File: config.mk
export PLATFORM = sky130hd
export DESIGN_NAME = cmd_frame_encoder
export DESIGN_NICKNAME = d
export VERILOG_FILES = /design/src/cmd_frame_pkg.sv /design/src/cmd_frame_encoder.sv
export SDC_FILE = /design/constraint.sdc
export NUM_CORES = 1
export LEC_CHECK = 0
export ABC_AREA = 1
export BUFFER_PORTS_ARGS = -buffer_cell sky130_fd_sc_hd__buf_4
export CAP_MARGIN = 0
export CORE_ASPECT_RATIO = 1.25
export CORE_MARGIN = 2
export CORE_UTILIZATION = 45
export CTS_CLUSTER_SIZE = 28
export DETAILED_ROUTE_END_ITERATION = 12
export REMOVE_ABC_BUFFERS = 1
export SYNTH_ARGS = -nofsm -noshare
export SYNTH_HDL_FRONTEND = slang
export SYNTH_SLANG_ARGS = --single-unit
File: constraint.sdc
create_clock -name clock -period 6.15 [get_ports clock]
set_clock_uncertainty 0.1 [all_clocks]
set_input_delay 0.615 -clock clock [delete_from_list [all_inputs] [get_ports clock]]
set_output_delay 0.615 -clock clock [all_outputs]
set_load 0.05 [all_outputs]
File: src/cmd_frame_pkg.sv
// Purpose: Constants for the command frame encoder
// Assumes: 25 MHz clock, APB register access
// Notes:   Byte addresses of one-word registers
package cmd_frame_pkg;
   // Clock and timing
   localparam int CLK_HZ        = 25_000_000;
   localparam int CLK_PERIOD_NS = 40;
   localparam int HALF_BIT_NS   = 5000;
   localparam int HALF_CYC      = HALF_BIT_NS / CLK_PERIOD_NS;
   localparam int FRAME_RATE_MIN = 50;
   localparam int CMD_LIMIT_MS   = 50;
   localparam int FRAME_MAX_CYC_DEF = CLK_HZ / FRAME_RATE_MIN;
   localparam int CMD_MAX_CYC_DEF   = (CLK_HZ / 1000) * CMD_LIMIT_MS;
   localparam logic [7:0] HALF_LAST = 8'(HALF_CYC - 1);

   // Frame layout
   localparam int FRAME_BITS = 80;
   localparam int SYNC_BITS  = 16;
   localparam int KEY_BITS   = 64;
   localparam logic [15:0] SYNC_WORD = 16'hEB90;
   localparam logic [6:0]  LAST_BIT  = 7'(FRAME_BITS - 1);
   localparam logic [6:0]  SYNC_END  = 7'(SYNC_BITS);

   // Register byte addresses
   localparam logic [7:0] ADDR_CTRL    = 8'h00;
   localparam logic [7:0] ADDR_RANGE   = 8'h04;
   localparam logic [7:0] ADDR_TXID    = 8'h08;
   localparam logic [7:0] ADDR_VEHICLE = 8'h0C;
   localparam logic [7:0] ADDR_CMD     = 8'h10;
   localparam logic [7:0] ADDR_COUNT   = 8'h14;
   localparam logic [7:0] ADDR_STATUS  = 8'h18;

   // Status fields
   localparam int STAT_PEND    = 0;
   localparam int STAT_ONAIR   = 1;
   localparam int STAT_RUN     = 2;
   localparam int STAT_KEY_LSB = 4;
   localparam int STAT_CNT_LSB = 16;
endpackage

File: src/cmd_frame_encoder.sv
// Purpose: Command frame encoder with Manchester baseband output
// Assumes: Synchronous inputs, APB master per protocol
// Notes:   Frame = sync word then payload xored with loaded key
//
// Added by the designer: the APB slave port and the address map.
`timescale 1ns/1ps
`default_nettype none
module cmd_frame_encoder
   import cmd_frame_pkg::*;
#(
   parameter int FRAME_MAX_CYC = cmd_frame_pkg::FRAME_MAX_CYC_DEF,
   parameter int CMD_MAX_CYC   = cmd_frame_pkg::CMD_MAX_CYC_DEF
) (
   // Clock and reset
   input  wire logic        clock,
   input  wire logic        rstn,
   // APB slave
   input  wire logic        psel,
   input  wire logic        penable,
   input  wire logic        pwrite,
   input  wire logic [7:0]  paddr,
   input  wire logic [31:0] pwdata,
   output logic             pready,
   output logic [31:0]      prdata,
   output logic             pslverr,
   // Key transfer unit
   input  wire logic        key_valid,
   input  wire logic [7:0]  key_data,
   output logic             key_ready,
   // Baseband and monitors
   output logic             baseband,
   output logic             mon_cmd_write,
   output logic             mon_frame_sync,
   output logic             mon_cmd_frame,
   output logic             mon_frame_end
);
   import cmd_frame_pkg::*;

   typedef struct packed {
      logic                  pready;
      logic                  pslverr;
      logic [31:0]           prdata;
      logic                  enable;
      logic [15:0]           range_identifier_field;
      logic [3:0]            transmitter_identifier_field;
      logic [19:0]           vehicle_identifier_field;
      logic [4:0]            user_cmd;
      logic [11:0]           cnt_set;
      logic                  cnt_set_pend;
      logic                  cmd_pend;
      logic [11:0]           cnt;
      logic                  running;
      logic [FRAME_BITS-1:0] frame;
      logic [6:0]            bit_idx;
      logic [7:0]            half_cnt;
      logic                  half;
      logic                  cmd_frame;
      logic                  line;
      logic                  mon_sync;
      logic                  mon_end;
      logic                  mon_wr;
      logic                  key_ready;
      logic [KEY_BITS-1:0]   key;
      logic [3:0]            key_cnt;
   } state_s;

   state_s q, d;
   logic   mid, bit_end, last, start, rd_req, wr_go;

   ////////////////////////////////////////////////////////////////////////
   // Next state
   always_comb begin
      d       = q;
      d.mon_end = 1'b0;
      d.mon_wr  = 1'b0;
      mid     = q.running && q.half_cnt == HALF_LAST && !q.half;
      bit_end = q.running && q.half_cnt == HALF_LAST && q.half;
      last    = bit_end && q.bit_idx == LAST_BIT;
      start   = q.enable && (last || !q.running);
      rd_req  = psel && penable && !q.pready;
      wr_go   = psel && penable && q.pready && pwrite;

      // Bit timing from an exact count
      if (q.running) begin
         d.half_cnt = (q.half_cnt == HALF_LAST) ? 8'h00 : q.half_cnt + 8'h01;
      end
      if (mid) begin
         d.half = 1'b1;
         d.line = !q.line;
      end
      if (bit_end) begin
         d.half    = 1'b0;
         d.bit_idx = q.bit_idx + 7'h01;
         d.frame   = {q.frame[FRAME_BITS-2:0], 1'b0};
         d.line    = q.frame[FRAME_BITS-2];
      end
      if (last) begin
         d.mon_end   = 1'b1;
         d.cmd_frame = 1'b0;
         if (q.cmd_frame) begin
            d.cnt = q.cnt + 12'h001;
         end
      end

      // Frame boundary capture
      if (start) begin
         if (q.cnt_set_pend) begin
            d.cnt          = q.cnt_set;
            d.cnt_set_pend = 1'b0;
         end
         d.cmd_frame = q.cmd_pend;
         d.cmd_pend  = 1'b0;
         d.frame     = {SYNC_WORD, {q.range_identifier_field, q.transmitter_identifier_field,
                        q.vehicle_identifier_field, q.user_cmd, d.cnt, 7'h00} ^ q.key};
         d.running   = 1'b1;
         d.bit_idx   = 7'h00;
         d.half      = 1'b0;
         d.half_cnt  = 8'h00;
         d.line      = SYNC_WORD[15];
      end else if (last) begin
         d.running = 1'b0;
         d.line    = 1'b0;
      end

      // Key loading while stopped
      if (key_valid && q.key_ready) begin
         d.key     = {q.key[KEY_BITS-9:0], key_data};
         d.key_cnt = q.key_cnt + 4'h1;
      end

      // APB read answer
      d.pready = rd_req;
      if (rd_req) begin
         d.pslverr = 1'b0;
         d.prdata  = 32'h0000_0000;
         if (paddr == ADDR_CTRL) begin
            d.prdata[0] = q.enable;
         end else if (paddr == ADDR_RANGE) begin
            d.prdata[15:0] = q.range_identifier_field;
         end else if (paddr == ADDR_TXID) begin
            d.prdata[3:0] = q.transmitter_identifier_field;
         end else if (paddr == ADDR_VEHICLE) begin
            d.prdata[19:0] = q.vehicle_identifier_field;
         end else if (paddr == ADDR_CMD) begin
            d.prdata[4:0] = q.user_cmd;
         end else if (paddr == ADDR_COUNT) begin
            d.prdata[11:0] = q.cnt_set;
         end else if (paddr == ADDR_STATUS) begin
            d.prdata[STAT_PEND]                  = q.cmd_pend;
            d.prdata[STAT_ONAIR]                 = q.cmd_frame;
            d.prdata[STAT_RUN]                   = q.running;
            d.prdata[STAT_KEY_LSB+3:STAT_KEY_LSB] = q.key_cnt;
            d.prdata[STAT_CNT_LSB+11:STAT_CNT_LSB] = q.cnt;
         end else begin
            d.pslverr = 1'b1;
         end
      end else begin
         d.pslverr = 1'b0;
      end

      // APB write, after capture so a set wins over the clear
      if (wr_go) begin
         if (paddr == ADDR_CTRL) begin
            d.enable = pwdata[0];
         end else if (paddr == ADDR_RANGE) begin
            d.range_identifier_field = pwdata[15:0];
         end else if (paddr == ADDR_TXID) begin
            d.transmitter_identifier_field = pwdata[3:0];
         end else if (paddr == ADDR_VEHICLE) begin
            d.vehicle_identifier_field = pwdata[19:0];
         end else if (paddr == ADDR_CMD) begin
            d.user_cmd = pwdata[4:0];
            d.cmd_pend = 1'b1;
            d.mon_wr   = 1'b1;
         end else if (paddr == ADDR_COUNT) begin
            d.cnt_set      = pwdata[11:0];
            d.cnt_set_pend = 1'b1;
         end
      end

      d.key_ready = !d.enable && !d.running;
      d.mon_sync  = d.running && d.bit_idx < SYNC_END;
   end

   ////////////////////////////////////////////////////////////////////////
   // State register
   always_ff @(posedge clock or negedge rstn) begin
      if (!rstn) begin
         q <= '0;
      end else begin
         q <= d;
      end
   end

   assign pready         = q.pready;
   assign prdata         = q.prdata;
   assign pslverr        = q.pslverr;
   assign key_ready      = q.key_ready;
   assign baseband       = q.line;
   assign mon_cmd_write  = q.mon_wr;
   assign mon_frame_sync = q.mon_sync;
   assign mon_cmd_frame  = q.cmd_frame;
   assign mon_frame_end  = q.mon_end;

   ////////////////////////////////////////////////////////////////////////
   // Checks
   logic [20:0] gap_q;
   logic [20:0] wait_q;
   always_ff @(posedge clock or negedge rstn) begin
      if (!rstn) begin
         gap_q  <= '0;
         wait_q <= '0;
      end else begin
         gap_q  <= (!q.running || q.mon_end) ? 21'h0 : gap_q + 21'h1;
         wait_q <= (q.cmd_pend || q.cmd_frame) ? wait_q + 21'h1 : 21'h0;
      end
   end
endmodule // cmd_frame_encoder
`default_nettype wire

==> metrics.yaml <==
status: "completed"
powerDensity_nw_per_um2: 265
cts.clk_slew.worst_paths_ps: 60
min_period_ps: 3770
grt_setup_unrepaired: "false"
hold_ws_ps: 168
crit_required_ps: 6510
vias_per_cell: 5.38
ys_seq_area_share_pct: 53.4
drt_iter0_drc: 751
area_growth_pct: 12.5
multi_input_area_um2: 4970
whs_endpoint: "q[4]$_DFFE_PN0P_"
ff_latch_area_um2: 6810
tightest_slew_ps: 1140
fin_crit_sh_pct: 61.3
synth_warnings: 0
yosys-top-cells-count: "488 x nand2_1, 272 x dfrtp_1, 139 x o21ai_0"
yosys-top-cells-area: "dfrtp_1 53%, nand2_1 14%, o21ai_0 5.5%, nand3_1 5.3%, xnor2_1 3.4%"
cp.buffers_inverters: 5
die_width_um: 155
worst-path-max-fanout: 71
synth.top_cell.area_share_pct: 53.4
synthFlopType: "dfrtp_1"
min_delay_path_depth: 3
io_buffers: 77
fmax_mhz: 265
drc_errors: 0
cts_buffers: 28
worstReg2RegStart: "q[76]$_DFFE_PN0P_"
postSynthAreaPerCell_um2: 8.52
regToRegEndpoint: "q[121]$_DFFE_PN0N_"
insertion_delay_ps: 550
num_io_pins: 94
gp_congestion: 0.872
synth-seq-cells: 272
grt-ovfl-total: 0
n_fill_cell: 2607
worst_setup_path_end_kind: "flop"
antenna_found_initial: 0
hp-class: "primary input to flop"
synthArstFlopShare_pct: 100
syn_area_um2: 12800
cts_max_path_buffers: 3
vias: 10100
grt_usage_pct: 22.9
max-vdd-ir-drop_mv: 0.186
antenna_left: 0
min_from: "key_data[0]"
die_y_um: 192
fin_setup_tns_ps: 0
crit_type: "flop to flop"
diodes: 0
max_stage_delay_ps: 600
grt_max_degree: 194
synth_area_leader_cell: "dfrtp_1"
finalSetupViolCount: 0
cp-start-kind: "flop"
maxSlewHeadroom_pct: 24.0
power.leakage_nw: 6.78
hpwl_um: 21700
synth_most_common_cell: "nand2_1"
coreArea_um2: 27700
r2r_cells: 14
routed_wl_um: 33400
nets: 1572
synth_cell_types: 41
cap_violations: 0
die_area_um2: 29700
num_rows: 68
clock-root-buffer: "clkbuf_16"
grt_pass1_vias: 9685
h-tree-depth: 1
path_cells: "inv_1 -> ha_1 -> inv_1 -> nor2_4 -> nand4_4 -> inv_2 -> nand2_2 -> nand2_2 -> nand2_4 -> nand2_1 -> inv_2 -> buf_4 -> nand2_1 -> o211ai_1"
wl_per_cell_um: 17.7
crit_arrival_ps: 4130
cts_tree: "done"
critical_path.top_delay_family: "simple AND/OR/NAND/NOR gates"
regToRegSetupSlack_ps: 2380
netlist_instances: 1497
drt-pass1-iter-count: 6
start_util_pct: 46.0
synth_edf_count: 0
crit_slowest_cell: "buf_4"
slew_violations: 0
grt_pass1_wl_um: 53800
cts_sinks: 272
drive_gt1_share_pct: 10.3
hold_viol_final: 0
==> final cells by class <==
cell class	instances	area share [%]
Clock buffer	35	5.56
Clock inverter	17	1.72
Inverter	107	2.80
Multi-Input combinational cell	1015	34.6
Sequential cell	272	47.4
Tap cell	350	3.05
Timing Repair Buffer	89	4.81
==> worst min-delay path, delay by kind of cell <==
family / cells / cell delay [ps]
buf+inv: 1 / 80
compound gates: 1 / 60
simple gates: 1 / 40
==> worst max path at each step <==
stage,start,end,depth (start not counted)
2_1_floorplan,q[75]$_DFFE_PN0P_,q[161]$_DFFE_PN0N_,13
3_3_place_gp,q[76]$_DFFE_PN0P_,q[143]$_DFFE_PN0N_,14
5_1_grt,q[76]$_DFFE_PN0P_,q[137]$_DFFE_PN0N_,14
3_5_place_dp,q[76]$_DFFE_PN0P_,q[121]$_DFFE_PN0N_,14
6_report,q[76]$_DFFE_PN0P_,q[121]$_DFFE_PN0N_,14
4_1_cts,q[76]$_DFFE_PN0P_,q[121]$_DFFE_PN0N_,14
==> sequential cells by signal (all words and copies together) (netlist names) <==
signal          count
q                 236
prdata             28
mon_frame_sync      1
mon_cmd_frame       1
pslverr             1
pready              1
baseband            1
key_ready           1
mon_cmd_write       1
mon_frame_end       1
==> placed cells by master, fill, tap and decap left out, types with 17 or more instances in the layout <==
master	n
inv_1	101
nand2_1	487
nor2_1	41
xnor2_1	49
a21oi_1	17
o21ai_0	139
buf_4	86
o211ai_1	57
clkbuf_16	29
dfrtp_1	272
nand3_1	136
==> metal layers <==
layer,GRT usage (%),up-vias,wire length (µm)
met1,32.8,4917,15100
met2,37.2,270,15700
li1,-,4900,-
met3,2.87,50,1840
met5,0,-,0
met4,6.16,0,799
==> power breakdown <==
group          leakage (nW)  total (mW)  internal (mW)  switching, mW
clock                 0.512        1.91           1.17          0.740
combinational          2.64      0.0999         0.0266         0.0733
sequential             3.63        1.79           1.79        0.00279
==> through the flow <==
| stage | total power [mW] | area (µm²) | worst slack (ps) | cells | util, % |
|---|---|---|---|---|---|
| floorplan | 1.85 | 12200 | 1640 | 1394 | - |
| global placement | 1.93 | 13300 | 2400 | 1832 | 47.9 |
| finish | 3.81 | 14300 | 2380 | 1885 | 51.7 |
| detailed placement | 1.93 | 13300 | 2340 | 1832 | 47.9 |
| CTS | 3.84 | 14300 | 2320 | 1885 | 51.7 |
| global route | 3.92 | 14300 | 1980 | 1885 | 51.7 |
==> timing repair <==
| action | 4_1_cts | 5_1_grt |
|---|---|---|
| buffers inserted | 0 | 0 |
| resized for setup | 0 | 0 |
| hold buffers | 1 | 0 |
| hold endpoints to repair | 75 | 0 |
==> cell families after synthesis <==
logic type	Yosys count	synth area share, %
other cells	1	0.0294
flops	272	53.4
mux	4	0.353
compound gates	248	11.5
buf+inv	213	7.86
simple gates	700	22.7
fa+ha+maj	5	0.490
xor+xnor	54	3.71
Power figures use the tool's default switching activity.
